<file path="src/core/mft_pkg.sv">
// Package: register map, field layouts and constants of the timer block
package mft_pkg;

  // ------------------------------------------------------------------
  // Register offsets (byte addresses)
  // ------------------------------------------------------------------
  localparam logic [7:0] OFF_CNT1 = 8'h00;
  localparam logic [7:0] OFF_CRA = 8'h04;
  localparam logic [7:0] OFF_CRB = 8'h08;
  localparam logic [7:0] OFF_CNT2 = 8'h0C;
  localparam logic [7:0] OFF_PRSC = 8'h10;
  localparam logic [7:0] OFF_CKC = 8'h14;
  localparam logic [7:0] OFF_MCTRL = 8'h18;
  localparam logic [7:0] OFF_ICTRL = 8'h1C;
  localparam logic [7:0] OFF_ICLR = 8'h20;

  // ------------------------------------------------------------------
  // Mode control field positions
  // ------------------------------------------------------------------
  localparam int MC_MODE_LSB = 0;   // 3-bit mode code
  localparam int MC_EN = 3;         // module enable
  localparam int MC_AEN = 4;        // primary pin enable
  localparam int MC_BEN = 5;        // secondary pin enable
  localparam int MC_AOUT = 6;       // primary output level
  localparam int MC_PTSE = 7;       // pulse-train start
  localparam int MC_AEDG = 8;       // primary edge: 1 rising
  localparam int MC_BEDG = 9;       // secondary edge: 1 rising
  localparam logic [9:0] MC_MASK = 10'h3FF;

  // Interrupt control: enables A..D in bits 3:0, pending A..D in 7:4
  localparam int IC_PND_LSB = 4;

  // Clock select field positions and codes
  localparam int CK_C1_LSB = 0;
  localparam int CK_C2_LSB = 3;
  localparam logic [2:0] CS_NONE = 3'h0;
  localparam logic [2:0] CS_PRSC = 3'h1;
  localparam logic [2:0] CS_EXT = 3'h2;
  localparam logic [2:0] CS_PACC = 3'h3;

  localparam logic [15:0] PRESET_VAL = 16'hFFFF;
  localparam logic [15:0] CNT_ZERO = 16'h0000;

  // Operating modes
  typedef enum logic [2:0] {
    MODE_1 = 3'h0,
    MODE_2 = 3'h1,
    MODE_3 = 3'h2,
    MODE_4 = 3'h3,
    MODE_1A = 3'h4
  } mode_t;

endpackage : mft_pkg

</file>
<file path="src/core/mft_unit.sv">
// One multifunction timer instance with APB register slave
`timescale 1ns/1ps
`default_nettype none

// Behaviour
// - Primary pin toggles on counter one underflow, except in mode 2
// - Mode 2 primary edge captures, optional preset
// - Modes 1,3 secondary pin clocks counters
// - Mode 1a secondary event only without start
// - Mode 2 secondary edge captures into A/B
// - Mode 4 secondary edge captures counter two
// - Capture counter waits for first input event
// - Waveform appears on instance waveform pad
// - Four sources, each pending and enable
// - A,B,C to line one; D line two
// - Flag A: reload from A or capture
// - Flag B: reload from B or capture
// - Flag C only mode 2 underflow
// - Flag D: counter two underflow/reload
// - Instances decode identical registers separately
// - Nine word registers, offsets zero to 0x20
// - Counter one 16 bit, not reset, live
// - Reload A writable only when enabled
// - Output level bit sets pin level
// - Capture first, then preset all ones
module mft_unit import mft_pkg::*; #(
  parameter int CNT_W = 16  // counter width
) (
  input wire logic pclk,             // System clock
  input wire logic presetn,          // Async reset, active low
  input wire logic psel,             // APB select
  input wire logic penable,          // APB enable
  input wire logic pwrite,           // APB direction
  input wire logic [7:0] paddr,      // APB byte address
  input wire logic [31:0] pwdata,    // APB write data
  output logic [31:0] prdata,        // APB read data
  output logic pready,               // APB ready
  output logic pslverr,              // APB error
  input wire logic primary_timer_pin_i,    // Primary pin input
  output logic primary_timer_pin_o,        // Primary pin output
  output logic primary_timer_pin_oe,       // Primary pin drive enable
  input wire logic secondary_timer_pin_i,  // Secondary pin input
  output logic irq_line_one,         // Sources A,B,C
  output logic irq_line_two          // Source D
);

  // ------------------------------------------------------------------
  // Registers
  // ------------------------------------------------------------------
  logic [CNT_W-1:0] counter_one_q, counter_two_q;
  logic [CNT_W-1:0] reload_register_a_q, reload_register_b_q;
  logic [7:0] prescaler_value_q, presc_cnt_q;
  logic [5:0] clock_mode_select_q;
  logic [9:0] mode_control_bits_q;
  logic [3:0] source_interrupt_enable_q;
  logic [3:0] pending_q;
  logic pin_level_q;
  logic a_prev_q, b_prev_q;
  logic armed1_q, armed2_q;    // capture counters started
  logic sel1_q;                // next reload source, counter one
  logic ptse_q;
  mode_t mode;
  // Counter and reload contents keep no reset value: software must
  // load them before it selects a clock, or the first underflow and
  // the flags it sets are unknown

  // ------------------------------------------------------------------
  // Decode helpers
  // ------------------------------------------------------------------
  // Clock tick for a counter from its clock select code
  function automatic logic tick_of(input logic [2:0] cs, input logic pre,
                                   input logic ext, input logic lvl,
                                   input logic ext_ok);
    case (cs)
      CS_PRSC: tick_of = pre;
      CS_EXT: tick_of = ext & ext_ok;
      CS_PACC: tick_of = lvl & ext_ok;
      default: tick_of = 1'b0;
    endcase
  endfunction : tick_of

  // Edge selected by polarity bit (1 rising, 0 falling)
  function automatic logic edge_of(input logic cur, input logic prev,
                                   input logic rise);
    edge_of = rise ? (cur & ~prev) : (~cur & prev);
  endfunction : edge_of

  // Mode field read straight from the control register
  assign mode = mode_t'(mode_control_bits_q[MC_MODE_LSB +: 3]);

  // Control bits used throughout
  logic en, aen, ben;
  assign en = mode_control_bits_q[MC_EN];
  assign aen = mode_control_bits_q[MC_AEN];
  assign ben = mode_control_bits_q[MC_BEN];

  // ------------------------------------------------------------------
  // Pin events and counter ticks
  // ------------------------------------------------------------------
  // Event and strobe nets
  logic a_edge, b_edge, pre_tick, ext_ok, tick1, tick2;
  logic uf1, uf2, cap_a, cap_b, cap_b2, pre1, pre2;
  logic wr, rd_en;
  // Writes land at the access edge; reads latch at setup
  assign wr = psel & penable & pwrite;
  assign rd_en = psel & ~penable & ~pwrite;
  // Pin history resets low, the idle level of both pads, so no
  // false edge follows reset
  assign a_edge = edge_of(primary_timer_pin_i, a_prev_q,
                          mode_control_bits_q[MC_AEDG]);
  assign b_edge = edge_of(secondary_timer_pin_i, b_prev_q,
                          mode_control_bits_q[MC_BEDG]);
  // Prescaler tick only while the module is enabled
  assign pre_tick = en && (presc_cnt_q == 8'h00);
  // Secondary pin is an event input in modes 1,3; 1a only idle
  assign ext_ok = en && ((mode == MODE_1) || (mode == MODE_3) ||
                  ((mode == MODE_1A) && !ptse_q));
  // Capture counters hold off until first input event
  assign tick1 = tick_of(clock_mode_select_q[CK_C1_LSB +: 3], pre_tick,
                         b_edge, secondary_timer_pin_i, ext_ok) &&
                 (mode != MODE_2 || armed1_q);
  assign tick2 = tick_of(clock_mode_select_q[CK_C2_LSB +: 3], pre_tick,
                         b_edge, secondary_timer_pin_i, ext_ok) &&
                 (mode != MODE_4 || armed2_q);
  // Underflow: a tick while the count stands at zero
  assign uf1 = tick1 && (counter_one_q == CNT_ZERO);
  assign uf2 = tick2 && (counter_two_q == CNT_ZERO);
  // Mode 2 primary edge: capture to A, preset if enabled
  assign cap_a = en && (mode == MODE_2) && (a_edge || (b_edge && ben));
  assign cap_b = en && (mode == MODE_2) && b_edge && !ben;
  assign cap_b2 = en && (mode == MODE_4) && b_edge;
  // Preset terms; the capture takes the old count at the same edge
  assign pre1 = en && (mode == MODE_2) &&
                ((a_edge && aen) || (b_edge && ben));
  assign pre2 = cap_b2 && ben;

  // ------------------------------------------------------------------
  // Prescaler
  // ------------------------------------------------------------------
  // One tick every prescaler+1 cycles; held at the reload value while
  // disabled, so a new start always gives a full first period
  always_ff @(posedge pclk or negedge presetn) begin
    if (!presetn) begin
      presc_cnt_q <= 8'h00;
    end else if (!en || presc_cnt_q == 8'h00) begin
      presc_cnt_q <= prescaler_value_q;
    end else begin
      presc_cnt_q <= presc_cnt_q - 8'h01;
    end
  end

  // Pin history and capture arming
  always_ff @(posedge pclk or negedge presetn) begin
    if (!presetn) begin
      a_prev_q <= 1'b0;
      b_prev_q <= 1'b0;
      armed1_q <= 1'b0;
      armed2_q <= 1'b0;
    end else begin
      a_prev_q <= primary_timer_pin_i;
      b_prev_q <= secondary_timer_pin_i;
      if (!en) begin
        armed1_q <= 1'b0;
        armed2_q <= 1'b0;
      end else begin
        if (cap_a || cap_b) armed1_q <= 1'b1;
        if (cap_b2) armed2_q <= 1'b1;
      end
    end
  end

  // ------------------------------------------------------------------
  // Counters: no reset, so contents are random after power-up
  // ------------------------------------------------------------------
  // Capture precedes preset in the same edge
  // A software write wins over preset and reload, so a count
  // loaded in the middle of a run is never lost
  always_ff @(posedge pclk) begin
    if (wr && paddr == OFF_CNT1) begin
      counter_one_q <= pwdata[CNT_W-1:0];
    end else if (pre1) begin
      counter_one_q <= PRESET_VAL;
    end else if (uf1) begin
      counter_one_q <= (sel1_q && (mode == MODE_1 || mode == MODE_1A)) ?
                       reload_register_b_q : reload_register_a_q;
    end else if (tick1) begin
      counter_one_q <= counter_one_q - 16'h0001;
    end
  end

  // Counter two reloads from B only; preset wins over underflow
  always_ff @(posedge pclk) begin
    if (wr && paddr == OFF_CNT2) begin
      counter_two_q <= pwdata[CNT_W-1:0];
    end else if (pre2) begin
      counter_two_q <= PRESET_VAL;
    end else if (uf2) begin
      counter_two_q <= reload_register_b_q;
    end else if (tick2) begin
      counter_two_q <= counter_two_q - 16'h0001;
    end
  end

  // Reload registers: writes need module enable
  // A capture wins over a same-cycle software write
  always_ff @(posedge pclk) begin
    if (cap_a) begin
      reload_register_a_q <= counter_one_q;
    end else if (wr && paddr == OFF_CRA && en) begin
      reload_register_a_q <= pwdata[CNT_W-1:0];
    end
  end

  // Reload B: capture from either counter, else a gated write
  always_ff @(posedge pclk) begin
    if (cap_b) begin
      reload_register_b_q <= counter_one_q;
    end else if (cap_b2) begin
      reload_register_b_q <= counter_two_q;
    end else if (wr && paddr == OFF_CRB && en) begin
      reload_register_b_q <= pwdata[CNT_W-1:0];
    end
  end

  // ------------------------------------------------------------------
  // Control registers
  // ------------------------------------------------------------------
  // Plain control fields; writes to other offsets fall through
  always_ff @(posedge pclk or negedge presetn) begin
    if (!presetn) begin
      prescaler_value_q <= 8'h00;
      clock_mode_select_q <= 6'h00;
      mode_control_bits_q <= 10'h000;
      source_interrupt_enable_q <= 4'h0;
    end else if (wr) begin
      case (paddr)
        OFF_PRSC: prescaler_value_q <= pwdata[7:0];
        OFF_CKC: clock_mode_select_q <= pwdata[5:0];
        OFF_MCTRL: mode_control_bits_q <= pwdata[9:0] & MC_MASK;
        OFF_ICTRL: source_interrupt_enable_q <= pwdata[3:0];
        default: ;
      endcase
    end
  end

  // Pulse-train start: cleared by writing, or by hardware on disable
  // Limitation: only taken once mode 1a is already selected
  always_ff @(posedge pclk or negedge presetn) begin
    if (!presetn) begin
      ptse_q <= 1'b0;
    end else if (!en || mode != MODE_1A) begin
      ptse_q <= 1'b0;
    end else if (wr && paddr == OFF_MCTRL) begin
      ptse_q <= pwdata[MC_PTSE];
    end
  end

  // Alternating reload source A then B in modes 1 and 1a
  // Disabling restarts the order at A
  always_ff @(posedge pclk or negedge presetn) begin
    if (!presetn) begin
      sel1_q <= 1'b0;
    end else if (!en) begin
      sel1_q <= 1'b0;
    end else if (uf1) begin
      sel1_q <= ~sel1_q;
    end
  end

  // ------------------------------------------------------------------
  // Primary pin output
  // ------------------------------------------------------------------
  // Output-level write sets the pin; underflow toggles it outside mode 2
  // The level write wins over a toggle in the same cycle
  always_ff @(posedge pclk or negedge presetn) begin
    if (!presetn) begin
      pin_level_q <= 1'b0;
    end else if (wr && paddr == OFF_MCTRL) begin
      pin_level_q <= pwdata[MC_AOUT];
    end else if (uf1 && aen && mode != MODE_2) begin
      pin_level_q <= ~pin_level_q;
    end
  end

  // Drive only where the pin is a waveform output
  // Released in mode 2, where the pin is a capture input
  always_ff @(posedge pclk or negedge presetn) begin
    if (!presetn) begin
      primary_timer_pin_o <= 1'b0;
      primary_timer_pin_oe <= 1'b0;
    end else begin
      primary_timer_pin_o <= pin_level_q;
      primary_timer_pin_oe <= aen && (mode != MODE_2);
    end
  end

  // ------------------------------------------------------------------
  // Pending flags: a new event wins over a same-cycle clear
  // ------------------------------------------------------------------
  logic [3:0] set_pnd, clr_pnd;
  logic uf1_a, uf1_b;
  assign uf1_a = uf1 && !(sel1_q && (mode == MODE_1 || mode == MODE_1A));
  assign uf1_b = uf1 && sel1_q && (mode == MODE_1 || mode == MODE_1A);
  assign set_pnd[0] = (mode == MODE_2) ? (en && a_edge) : uf1_a;
  // Flag B: capture in modes 2 and 4, never in mode 3
  assign set_pnd[1] = (mode == MODE_2 || mode == MODE_4) ?
                      (en && b_edge) : (mode == MODE_3 ? 1'b0 : uf1_b);
  // Flag C exists in mode 2 only
  assign set_pnd[2] = (mode == MODE_2) && uf1;
  assign set_pnd[3] = uf2;
  assign clr_pnd = (wr && paddr == OFF_ICLR) ? pwdata[3:0] : 4'h0;

  // Set term ORed after the clear, so an event is never lost
  always_ff @(posedge pclk or negedge presetn) begin
    if (!presetn) begin
      pending_q <= 4'h0;
    end else begin
      pending_q <= (pending_q & ~clr_pnd) | set_pnd;
    end
  end

  // ------------------------------------------------------------------
  // Interrupt lines
  // ------------------------------------------------------------------
  // Lines registered so the outputs come straight from flops
  // Cost: one cycle of lag behind the pending flags
  always_ff @(posedge pclk or negedge presetn) begin
    if (!presetn) begin
      irq_line_one <= 1'b0;
      irq_line_two <= 1'b0;
    end else begin
      irq_line_one <= |(pending_q[2:0] & source_interrupt_enable_q[2:0]);
      irq_line_two <= pending_q[3] & source_interrupt_enable_q[3];
    end
  end

  // ------------------------------------------------------------------
  // APB slave: zero wait states, unmapped reads zero
  // ------------------------------------------------------------------
  // Offsets only: the base address is decoded outside, so both
  // instances answer the same map at their own base
  // Read data is latched in the setup cycle and stands with pready
  always_ff @(posedge pclk or negedge presetn) begin
    if (!presetn) begin
      prdata <= 32'h0000_0000;
      pready <= 1'b0;
      pslverr <= 1'b0;
    end else begin
      pready <= psel & ~penable;
      pslverr <= psel & ~penable & (paddr > OFF_ICLR || paddr[1:0] != 2'h0);
      if (rd_en) begin
        case (paddr)
          OFF_CNT1: prdata <= {16'h0000, counter_one_q};
          OFF_CRA: prdata <= {16'h0000, reload_register_a_q};
          OFF_CRB: prdata <= {16'h0000, reload_register_b_q};
          OFF_CNT2: prdata <= {16'h0000, counter_two_q};
          OFF_PRSC: prdata <= {24'h000000, prescaler_value_q};
          OFF_CKC: prdata <= {26'h0000000, clock_mode_select_q};
          OFF_MCTRL: prdata <= {22'h000000, mode_control_bits_q[9:8],
                                ptse_q, pin_level_q, mode_control_bits_q[5:0]};
          OFF_ICTRL: prdata <= {24'h000000, pending_q,
                                source_interrupt_enable_q};
          default: prdata <= 32'h0000_0000;
        endcase
      end
    end
  end

endmodule : mft_unit

`default_nettype wire

</file>
<file path="config.mk">
export PLATFORM = sky130hd
export DESIGN_NAME = mft_unit
export DESIGN_NICKNAME = d
export VERILOG_FILES = /design/src/core/mft_pkg.sv /design/src/core/mft_unit.sv
export SDC_FILE = /design/constraint.sdc
export NUM_CORES = 1
export LEC_CHECK = 0
export ABC_AREA = 1
export BUFFER_PORTS_ARGS = -buffer_cell sky130_fd_sc_hd__buf_2
export CAP_MARGIN = 30
export CORE_MARGIN = 5
export CORE_UTILIZATION = 50
export DETAILED_ROUTE_END_ITERATION = 6
export PLACE_DENSITY = 0.73
export SETUP_SLACK_MARGIN = 0.4
export SLEW_MARGIN = 10
export SYNTH_ARGS = -nofsm -noshare
export SYNTH_HDL_FRONTEND = slang
export SYNTH_SLANG_ARGS = --single-unit
</file>
<file path="constraint.sdc">
create_clock -name pclk -period 2.9 [get_ports pclk]
set_input_delay 0.29 -clock pclk [delete_from_list [all_inputs] [get_ports pclk]]
set_output_delay 0.29 -clock pclk [all_outputs]
set_load 0.02 [all_outputs]
</file>
Word-level counts from Yosys, hierarchy flattened:

Cells that the tools add are included.

* add/subtract/negate cells: 3
* magnitude comparators: 1
* equality and inequality tests: 24
* mux-type cells: 34
* bitwise operators: 24
* reduce and logical (&&, ||, !) cells: 68

Operator list (count)
* $mux 16: 14
* $pmux 16 s8: 1
* $logic_and 1x1->1: 35
* $eq 8x5->1 const B: 4
* $logic_not 16->1: 2
* $sub 16x1->16 const B: 2
* $eq 3x2->1 const B: 6
* $eq 8x4->1 const B: 2
* $logic_not 8->1: 2
* $mux 1: 15
* $and 1x1->1: 12
* $logic_or 1x1->1: 12
* $eq 3x1->1 const B: 3
* $eq 8x3->1 const B: 1
* $eq 8x6->1 const B: 1
* $gt 8x6->1 const B: 1
* $mux 8: 1
* $not 1->1: 8
* $reduce_and 2->1: 4
* $reduce_bool 2->1: 4
* $reduce_bool 4->1: 2
* $sub 8x1->8 const B: 1
* $ne 2x1->1 const B: 3
* $pmux 1 s3: 2
* other kinds (13): 16

* register bits: 149
* input port bits: 47
* output and inout port bits: 38
* logic and storage cells: 178

Longest topological paths before layout:

Gate-level depths: netlist of the first run.

* depth in word-level cells: 13
* gate-level depth with buffers: 13
* mapped depth without buffers: 12

Worst setup path after synthesis of the first run:

Ideal clock, no wire load.

* kind: input to register
* from: input port paddr[5]
* to: register reload_register_b_q[0] (enable)
* setup time: 416 ps
* arrival time: 2348 ps
* required time: 2484 ps
* setup slack: 137 ps
* cell stages on the path: 6
* path buffers: 1
* cell sequence: inv_1 > nand3_2 > nor2_4 > nand2_1 > clkbuf_1 > o311ai_1

* word-level cells in the longest chain between the ends: 4

RTL lines
* from (decl): RTL line mft_unit.sv:34 `input wire logic [7:0] paddr,`
* $eq 8x4->1: RTL line mft_unit.sv:220 `end else if (wr && paddr == OFF_CRB && en) begin`
* $logic_and 1x1->1 (2 in series): RTL line mft_unit.sv:220
* $reduce_bool 3->1 (no line)
* to (signal assigned): RTL line mft_unit.sv:217 `reload_register_b_q <= counter_one_q;`
* to (signal assigned): RTL line mft_unit.sv:219 `reload_register_b_q <= counter_two_q;`
* to (signal assigned): RTL line mft_unit.sv:221 `reload_register_b_q <= pwdata[CNT_W-1:0];`
* to (decl): RTL line mft_unit.sv:51 `logic [CNT_W-1:0] reload_register_a_q, reload_register_b_q;`

Every way passes these cells.
A chain may end at the register's enable or synchronous reset.

Worst setup path after layout of the first run:

* from: register counter_two_q[0]
* to: register counter_two_q[8] (data pin)

* word-level cells in the longest chain between the ends: 5
* elaborated cells between the ends (all ways): 7
* those cells by class: 1 x add/sub; 4 x mux; 2 x reduce/logical

RTL lines
* from (decl): RTL line mft_unit.sv:50 `logic [CNT_W-1:0] counter_one_q, counter_two_q;`
* from (signal assigned): RTL line mft_unit.sv:194 `counter_two_q <= pwdata[CNT_W-1:0];`
* from (signal assigned): RTL line mft_unit.sv:198 `counter_two_q <= reload_register_b_q;`
* from (signal assigned): RTL line mft_unit.sv:200 `counter_two_q <= counter_two_q - 16'h0001;`
* $sub 16x1->16 / $logic_not 16->1 (equally long branches): RTL line mft_unit.sv:200, mft_unit.sv:127
* $mux 16 / $logic_and 1x1->1 (equally long branches): RTL line mft_unit.sv:199, mft_unit.sv:127
* $mux 16 (*): RTL line mft_unit.sv:197 `end else if (uf2) begin`
* $mux 16 (*): RTL line mft_unit.sv:195 `end else if (pre2) begin`
* $mux 16 (*): RTL line mft_unit.sv:193 `if (wr && paddr == OFF_CNT2) begin`

Mark *: on every way between the ends. The rest lies on a longest branch, timed or not. The select of a mux whose other input is x is not followed.

==> results of run 1 <==
-- worst register-to-register path, stage by stage (launching register included) --
cell and delay, ns:
edfxtp_1 0.43, inv_1 0.15, ha_1 0.20, nand2_1 0.11, nor2_2 0.17, nand2_1 0.17, nor3_4 0.21, nand3_4 0.24
o21ai_0 0.18, nand3_2 0.08, nand2_1 0.06, inv_1 0.03
-- worst paths after layout --
check | start | to | slack [ns] | cells after the start
max | counter_two_q[0] | counter_two_q[8] | 0.62 | 11
min | secondary_timer_pin_i | b_prev_q | 0.06 | 1
max reg2reg | counter_two_q[0] | counter_two_q[8] | 0.62 | 11
min reg2reg | prdata[12] | prdata[12] | 0.47 | 2
max in group asynchronous | presetn | prdata[11] | 1.80 | 3
min in group asynchronous | presetn | pending_q[2] | 0.28 | 2
-- state kept, by name, indices dropped and copies added, names as in the netlist, 4 cells and up --
| name | count |
|---|---|
| prescaler_value_q | 8 |
| prdata | 16 |
| reload_register_b_q | 16 |
| presc_cnt_q | 8 |
| pending_q | 4 |
| mode_control_bits_q | 8 |
| reload_register_a_q | 16 |
| clock_mode_select_q | 6 |
| source_interrupt_enable_q | 4 |
| counter_one_q | 16 |
| counter_two_q | 16 |
-- cell type report --
cell class / instances / area, um^2 / area share (%)
Tap cell: 216 / 270 / 2.93
Clock buffer: 17 / 425 / 4.62
Inverter: 131 / 494 / 5.36
Multi-Input combinational cell: 759 / 3770 / 40.9
Sequential cell: 131 / 3600 / 39.1
Clock inverter: 15 / 186 / 2.02
Timing Repair Buffer: 79 / 468 / 5.08
-- per-stage QoR --
stage                     std cells  hold WS (ns)  instance area, um^2  utilization, %
after floorplan                1075      -0.00559                 8160               -
after global placement         1314         0.181                 8580            54.0
after detailed placement       1314         0.183                 8580            54.0
after CTS                      1348        0.0470                 9210            58.0
after global routing           1348        0.0537                 9210            58.0
final                          1348        0.0585                 9210            58.0
-- cell usage after synthesis, types with 2 or more instances --
cell type / count
nand2_1: 321
o21ai_0: 121
inv_1: 119
dfrtp_1: 67
nor2_1: 67
edfxtp_1: 64
nand3_1: 62
nand4_1: 37
xor2_1: 26
clkbuf_1: 24
buf_4: 19
o22ai_1: 18
nor3_1: 16
o211ai_1: 16
nand3_2: 12
buf_2: 10
inv_2: 9
a21oi_1: 6
nor2_2: 4
nor3_2: 4
xnor2_1: 4
a211oi_1: 3
ha_1: 3
clkinv_1: 2
nand2_2: 2
nand3_4: 2
nand3b_1: 2
nor2_4: 2
nor3_4: 2
-- metal layers --
metal | global-route usage [%] | share of wire [%] | vias to the layer above
li1 | - | - | 3605
met1 | 39.2 | 45 | 3332
met2 | 36.3 | 43 | 387
met3 | 4.42 | 10 | 38
met4 | 6.98 | 2.1 | 0
met5 | 0 | 0 | -
-- power groups by stage --
stage          clock network [uW]  logic [uW]  registers [uW]
2_1_floorplan                   0         272            2120
3_3_place_gp                    0         383            2120
3_5_place_dp                    0         392            2130
4_1_cts                      2270         399            2090
5_1_grt                      2370         457            2100
6_report                     2250         397            2090
-- what timing repair did --
item	in CTS	in global routing
endpoints found under the hold margin	10	0
resized for setup	0	1
hold buffers	2	0
endpoints found under the setup margin	0	1
-- kinds of logic (layout without fill, tap and decap cells) --
group / Yosys count / count (layout) / synth area share, %
flops: 131 / 131 / 44.5
xor+xnor: 30 / 30 / 3.25
compound gates: 174 / 174 / 12.1
fa+ha+maj: 3 / 3 / 0.464
other cells: 1 / 16 / 0.0464
buf+inv: 185 / 242 / 9.75
simple gates: 536 / 536 / 29.9
==> flow_summary.ini, run 1 <==
[run_status]
run_status = finished, final reports clean

[worst_setup_path]
critPathArrivalTime_ns = 2.46
crit_path_max_incr_delay_ns = 0.43
crit_type = reg2reg
critical_path_required_ns = 3.08
path_buf_inv = 2
critPathCaptureType = register
crit_slowest_cell = edfxtp_1
cp_top_family = simple AND/OR/NAND/NOR gates
cp-start-kind = register
crit_fanout = 16
cp_cell_sequence = inv_1 -> ha_1 -> nand2_1 -> nor2_2 -> nand2_1 -> nor3_4 -> nand3_4 -> o21ai_0 -> nand3_2 -> nand2_1 -> inv_1
crit_top_cell = nand2_1

[global_routing]
overflow = 0
grt_pass1_wl_mm = 36.4
grt_max_degree = 43
antenna_found_initial = 0
grt_pass1_vias = 6713
track_usage_pct = 25.3

[routing]
ant_nets = 0
drt-wirelength-per-cell_um = 16.8
wl_mm = 22.7
first_iter_violations = 984
via_per_inst = 5.46
drcViolationCount = 0
via_count = 7362
dr.pass1.iters = 6

[sta]
slew-limit-headroom_pct = 57.5
clock_skew_ns = 0.00726
fin_setup_tns_ns = 0
setup_viol = 0
tightest_slew_ns = 0.636
drv_slew = 0
rsz0062_at_grt = no
max_freq_mhz = 439
fin_ws_ns = 0.622
fin_crit_sh_pct = 78.6
hold_viol_final = 0
period_minus_slack_ns = 2.28

[pwr]
power_density_mw_per_mm2 = 514
p_int_uw = 3600
swShare_pct = 23.9
p_total_uw = 4740
pwr-share-comb_pct = 8.4
clockPowerShare_pct = 47.4
pwr-share-seq_pct = 44.2
vdd_drop_max_mv = 0.444
p_switching_uw = 1130
leakage_uw = 0.00444

[logic_synthesis]
synth_seq_area_share_pct = 44.5
async_reset_ff_share_pct = 51.1
ys.warnings.count = 0
synth.area.top_cells = edfxtp_1 24%, dfrtp_1 21%, nand2_1 15%, o21ai_0 7.5%, inv_1 5.5%
avgSynthCellArea_um2 = 7.63
synth_ff_type = dfrtp_1
yosysTopAreaCell = edfxtp_1
netlist_area_mm2 = 0.00809
ys_seq_elements = 131
ys_types = 45
syn-instance-count = 1060
synth-edff-count = 64
yosysTopAreaCellShare_pct = 23.8

[clock_tree]
clk_latency_ns = 0.42
root_buffer = clkbuf_16
htreeDepth = 4
clk_pin_slew_worst_paths_ns = 0.06
cts_buffers = 17
tritoncts = yes
cts_setup_buffers = 0
cts_sinks = 131
clk_path_buf_depth = 2

[placed_design]
port_buffers = 52
place_congestion = 0.955
dp_slack_ns = 0.664
dpl.hpwl_mm = 16.9

[final_layout]
fillerInstances = 1462
n_antenna_cell = 0
drive_gt1_share_pct = 13.3
layout.cells.most_common = nand2_1
nets = 1169
syn_to_final_growth_pct = 13.9
layout_common_cells = 320 x nand2_1, 121 x o21ai_0, 119 x inv_1

[floorplan]
std_cell_rows = 46
core_area_mm2 = 0.0159
dieArea_mm2 = 0.0188
num_io_pins = 85
start_util_pct = 50.9
die_w_um = 137
die_h_um = 137

[hold_path]
holdCritPathClass = in2reg

[run]
maxCapViolations = 0
Note: power is estimated with default switching activity, not from simulation.
==> run 2: changes to the inputs <==
==> constraint.sdc (replaced) <==
create_clock -name pclk -period 2.34 [get_ports pclk]
set_input_delay 0.234 -clock pclk [delete_from_list [all_inputs] [get_ports pclk]]
set_output_delay 0.234 -clock pclk [all_outputs]
set_load 0.02 [all_outputs]
==> flow_summary.ini, run 2 (synthesis gave the netlist of run 1 again) <==
[worst_setup_path]
crit_type = reg2reg
reg2reg_slack_ns = 0.30
critical_path_required_ns = 2.54
crit_fanout = 8
r2r_cells = 12
r2r-end = counter_two_q[6]
crit_slowest_cell = edfxtp_1
r2r-start = counter_two_q[0]
cp-start-kind = register
critPathCaptureType = register
crit_path_max_incr_delay_ns = 0.43
critPathArrivalTime_ns = 2.24
cp_cell_sequence = inv_2 -> ha_4 -> nand2_4 -> nor2_4 -> nand2_4 -> nor3_4 -> buf_6 -> nand3_4 -> nand2_1 -> nand3_2 -> nand2_1 -> inv_1

[pwr]
pwr-share-comb_pct = 9.6
p_switching_uw = 1500
swShare_pct = 24.9
leakage_uw = 0.00474
power_density_mw_per_mm2 = 608
p_int_uw = 4530
clockPowerShare_pct = 47.4
vdd_drop_max_mv = 0.530
pwr-share-seq_pct = 43.0

[sta]
worst_hold_slack_ns = -0.00143
max_freq_mhz = 489
drv_slew = 0
slew-limit-headroom_pct = 50.2
setup_viol = 0
fin_setup_tns_ns = 0
tightest_slew_ns = 0.747
fin_crit_sh_pct = 87.3
hold_viol_final = 1
period_minus_slack_ns = 2.04
clock_skew_ns = 0.0131
rsz0062_at_grt = yes

[placed_design]
dp.cells = 1317
dpl.hpwl_mm = 17.3
place_congestion = 0.963
port_buffers = 52

[final_layout]
finalNonFillerCells = 1390
layout.cells.most_common = nand2_1
syn_to_final_growth_pct = 22.7
fillerInstances = 1337
nets = 1211
drive_gt1_share_pct = 20.2
layout_common_cells = 304 x nand2_1, 119 x o21ai_0, 112 x inv_1
n_antenna_cell = 0

[hold_path]
hold_depth = 2
holdPathEnd = pready
holdCritPathClass = in2reg
holdCritStartpoint = penable

[routing]
drcViolationCount = 0
drt-wirelength-per-cell_um = 17.7
via_count = 7830
wl_mm = 24.6
ant_nets = 0
via_per_inst = 5.63
first_iter_violations = 1001
dr.pass1.iters = 6

[global_routing]
grt_pass1_wl_mm = 37.3
antenna_found_initial = 0
grt_pass1_vias = 6988
grt_max_degree = 36
overflow = 0
track_usage_pct = 26.2

[floorplan]
die_h_um = 137
std_cell_rows = 46
dieArea_mm2 = 0.0188
core_area_mm2 = 0.0159
start_util_pct = 50.9
num_io_pins = 85
die_w_um = 137

[clock_tree]
cts_buffers = 17
clk_pin_slew_worst_paths_ns = 0.06
root_buffer = clkbuf_16
cts_sinks = 131
tritoncts = yes
clk_latency_ns = 0.44
htreeDepth = 4
clk_path_buf_depth = 2

[run_status]
violations = negative hold slack
run_status = finished with violations

[run]
maxCapViolations = 0
-- run 2: changes by cell type in the layout (fill, tap and decap cells not counted), sizes merged --
cell | previous run | this run
buf | 77 | 112
bufinv | 4 | 2
clkbuf | 17 | 22
clkinv | 9 | 4
clkinvlp | 1 | 0
dlygate4sd3 | 2 | 3
inv | 132 | 135
nand3 | 76 | 81
o311ai | 1 | 2
-- run 2: per-layer routing --
layer | routed length (um) | up-vias | part of all wire [%] | track usage, %
met1 | 10600 | 3596 | 43 | 38.0
met4 | 786 | 0 | 3.2 | 9.42
li1 | - | 3709 | - | -
met2 | 10700 | 446 | 43 | 38.9
met3 | 2540 | 79 | 10 | 5.55
met5 | 0 | - | 0 | 0
-- run 2: how the worst max path moves through the flow --
stage / startpoint / endpoint / slack (ns) / cells past startpoint
finish: counter_two_q[0] / counter_two_q[6] / 0.30 / 12
global placement: presc_cnt_q[0] / counter_two_q[8] / 0.16 / 11
global route: counter_two_q[0] / counter_two_q[3] / 0.20 / 12
CTS: presc_cnt_q[0] / counter_one_q[10] / 0.38 / 9
detailed placement: presc_cnt_q[0] / counter_two_q[8] / 0.09 / 11
floorplan: counter_two_q[1] / counter_two_q[6] / 0.40 / 12
-- run 2: final cells by class --
cell class / instances / area, um^2 / share of cell area (%)
Timing Repair Buffer: 115 / 800 / 8.06
Clock inverter: 10 / 113 / 1.14
Tap cell: 216 / 270 / 2.72
Sequential cell: 131 / 3600 / 36.3
Multi-Input combinational cell: 765 / 4120 / 41.5
Inverter: 131 / 497 / 5.01
Clock buffer: 22 / 518 / 5.22
-- run 2: worst max-delay path: cells and delay by family, from the launching register on --
kind / cells / cell delay (ns)
AND/OR/NAND/NOR: 8 / 0.90
adder cells (fa/ha/maj): 1 / 0.16
buffers and inverters: 3 / 0.33
flip-flops: 1 / 0.43
-- run 2: stage by stage --
step / instance area [um^2] / util (%) / worst slack (ns) / power, uW
floorplan: 8220 / - / 0.400 / 2970
global placement: 8680 / 54.6 / 0.158 / 3110
detailed placement: 8680 / 54.6 / 0.0883 / 3130
CTS: 9600 / 60.4 / 0.381 / 5980
global route: 9920 / 62.4 / 0.203 / 6240
finish: 9920 / 62.4 / 0.296 / 6030
-- run 2: what timing repair did --
action	CTS	global route
endpoints found under the setup margin	85	114
pin swaps	8	23
hold endpoints to repair	24	0
hold buffers	3	0
cloned	4	2
buffers inserted	16	16
gates resized for setup	22	50
-- run 2: power groups by stage --
stage / Combinational, uW / Clock, uW / Sequential [uW]
floorplan: 339 / 0 / 2630
global placement: 477 / 0 / 2630
detailed placement: 493 / 0 / 2640
CTS: 527 / 2860 / 2590
global route: 654 / 2980 / 2610
finish: 580 / 2860 / 2600
==> run 3: changes to the inputs <==
==> constraint.sdc (replaced) <==
create_clock -name pclk -period 2.34 [get_ports pclk]
set_input_delay 0.468 -clock pclk [delete_from_list [all_inputs] [get_ports pclk]]
set_output_delay 0.468 -clock pclk [all_outputs]
set_load 0.02 [all_outputs]
==> flow_summary.ini, run 3 (synthesis gave the netlist of run 1 again) <==
[sta]
hold_viol_final = 0
clock_skew_ns = 0.00638
setup_viol = 0
fin_ws_ns = 0.320
slew-limit-headroom_pct = 61.8
drv_slew = 0
period_minus_slack_ns = 2.02
rsz0062_at_grt = yes
fin_setup_tns_ns = 0
fin_crit_sh_pct = 86.3
max_freq_mhz = 495
tightest_slew_ns = 0.568

[run]
maxCapViolations = 0

[clock_tree]
cts_buffers = 17
root_buffer = clkbuf_16
cts_sinks = 131
clk_pin_slew_worst_paths_ns = 0.06
htreeDepth = 4
tritoncts = yes
cts_hold_buf = 0
clk_latency_ns = 0.44
clk_path_buf_depth = 2

[pwr]
leakage_uw = 0.00471
power_density_mw_per_mm2 = 583
vdd_drop_max_mv = 0.556

[hold_path]
holdCritPathClass = in2async

[placed_design]
port_buffers = 52
dp_slack_ns = 0.0894
place_congestion = 0.958
dpl_cell_area_mm2 = 0.00878
dpl.hpwl_mm = 17.2

[final_layout]
utilization_pct = 62.6
layout_common_cells = 302 x nand2_1, 118 x o21ai_0, 104 x inv_1
nets = 1203
syn_to_final_growth_pct = 23.0
n_antenna_cell = 0
layout.cells.most_common = nand2_1
drive_gt1_share_pct = 21.2
fin_area_mm2 = 0.00995

[global_routing]
overflow = 0
grt_max_degree = 34
track_usage_pct = 25.8
grt_pass1_wl_mm = 37.0
antenna_found_initial = 0
grt_pass1_vias = 6898

[floorplan]
dieArea_mm2 = 0.0188
start_util_pct = 50.9
core_area_mm2 = 0.0159
die_h_um = 137
num_io_pins = 85
die_w_um = 137
std_cell_rows = 46

[worst_setup_path]
critPathCaptureType = register
reg2reg_slack_ns = 0.32
critPathArrivalTime_ns = 2.33
crit_type = reg2reg
crit_fanout = 15
cp-start-kind = register
critical_path_required_ns = 2.65

[routing]
ant_nets = 0
via_per_inst = 5.62
dr.pass1.iters = 5
via_count = 7765
drcViolationCount = 0
wl_mm = 24.8
drt-wirelength-per-cell_um = 17.9
first_iter_violations = 939

[run_status]
run_status = finished, final reports clean
[run 3: per-layer routing]
layer | track usage, % | part of all wire (%) | routed length (um) | vias to the layer above
met5 | 0 | 0 | 0 | -
met1 | 37.9 | 42 | 10500 | 3535
met3 | 5.15 | 10 | 2590 | 86
met2 | 37.7 | 43 | 10700 | 445
li1 | - | - | - | 3699
met4 | 9.53 | 4.0 | 987 | 0
[run 3: final cells by class]
class                   instances  area [um^2]
multi-input cells             767         4230
clock inverters                 7         40.0
repair buffers                105          729
inverters                     131          536
clock buffers                  25          538
flip-flops and latches        131         3600
fillers                      1372         5940
well taps                     216          270
[run 3: critical path: stages (launching register included)]
cell      delay (ns)
edfxtp_1        0.41
inv_2           0.12
ha_4            0.15
nand2_4         0.07
nor2_4          0.15
nand2_4         0.08
nor3_4          0.26
buf_6           0.22
nand4_1         0.19
nand3_2         0.14
nand2_1         0.05
inv_1           0.05
[run 3: power breakdown]
part,total (uW),internal [uW],switching (uW)
logic,593,225,368
registers,2600,2520,81.8
clock network,2610,1590,1020
total,5800,4330,1470
[run 3: worst paths after layout]
path                       cells past startpoint                start                to
max                                           11     counter_two_q[1]  counter_two_q[8]
min in group pclk                              1  primary_timer_pin_i          a_prev_q
min                                            1              presetn          b_prev_q
max in group asynchronous                      2              presetn        prdata[12]
min reg2reg                                    2           prdata[12]        prdata[12]
max reg2reg                                   11     counter_two_q[1]  counter_two_q[8]
[run 3: what timing repair did]
| item | 4_1_cts | 5_1_grt |
|---|---|---|
| setup endpoints to repair | 84 | 131 |
| cloned | 3 | 5 |
| gates resized for setup | 27 | 61 |
| buffers inserted | 14 | 9 |
| pin swaps | 5 | 17 |
[run 3: stage by stage]
| step | total power (uW) | std cells | hold WS (ns) |
|---|---|---|---|
| floorplan | 2980 | 1075 | 0.172 |
| global placement | 3130 | 1319 | 0.460 |
| detailed placement | 3150 | 1319 | 0.461 |
| CTS | 5740 | 1368 | 0.0238 |
| global route | 5990 | 1382 | 0.0557 |
| finish | 5800 | 1382 | 0.00190 |
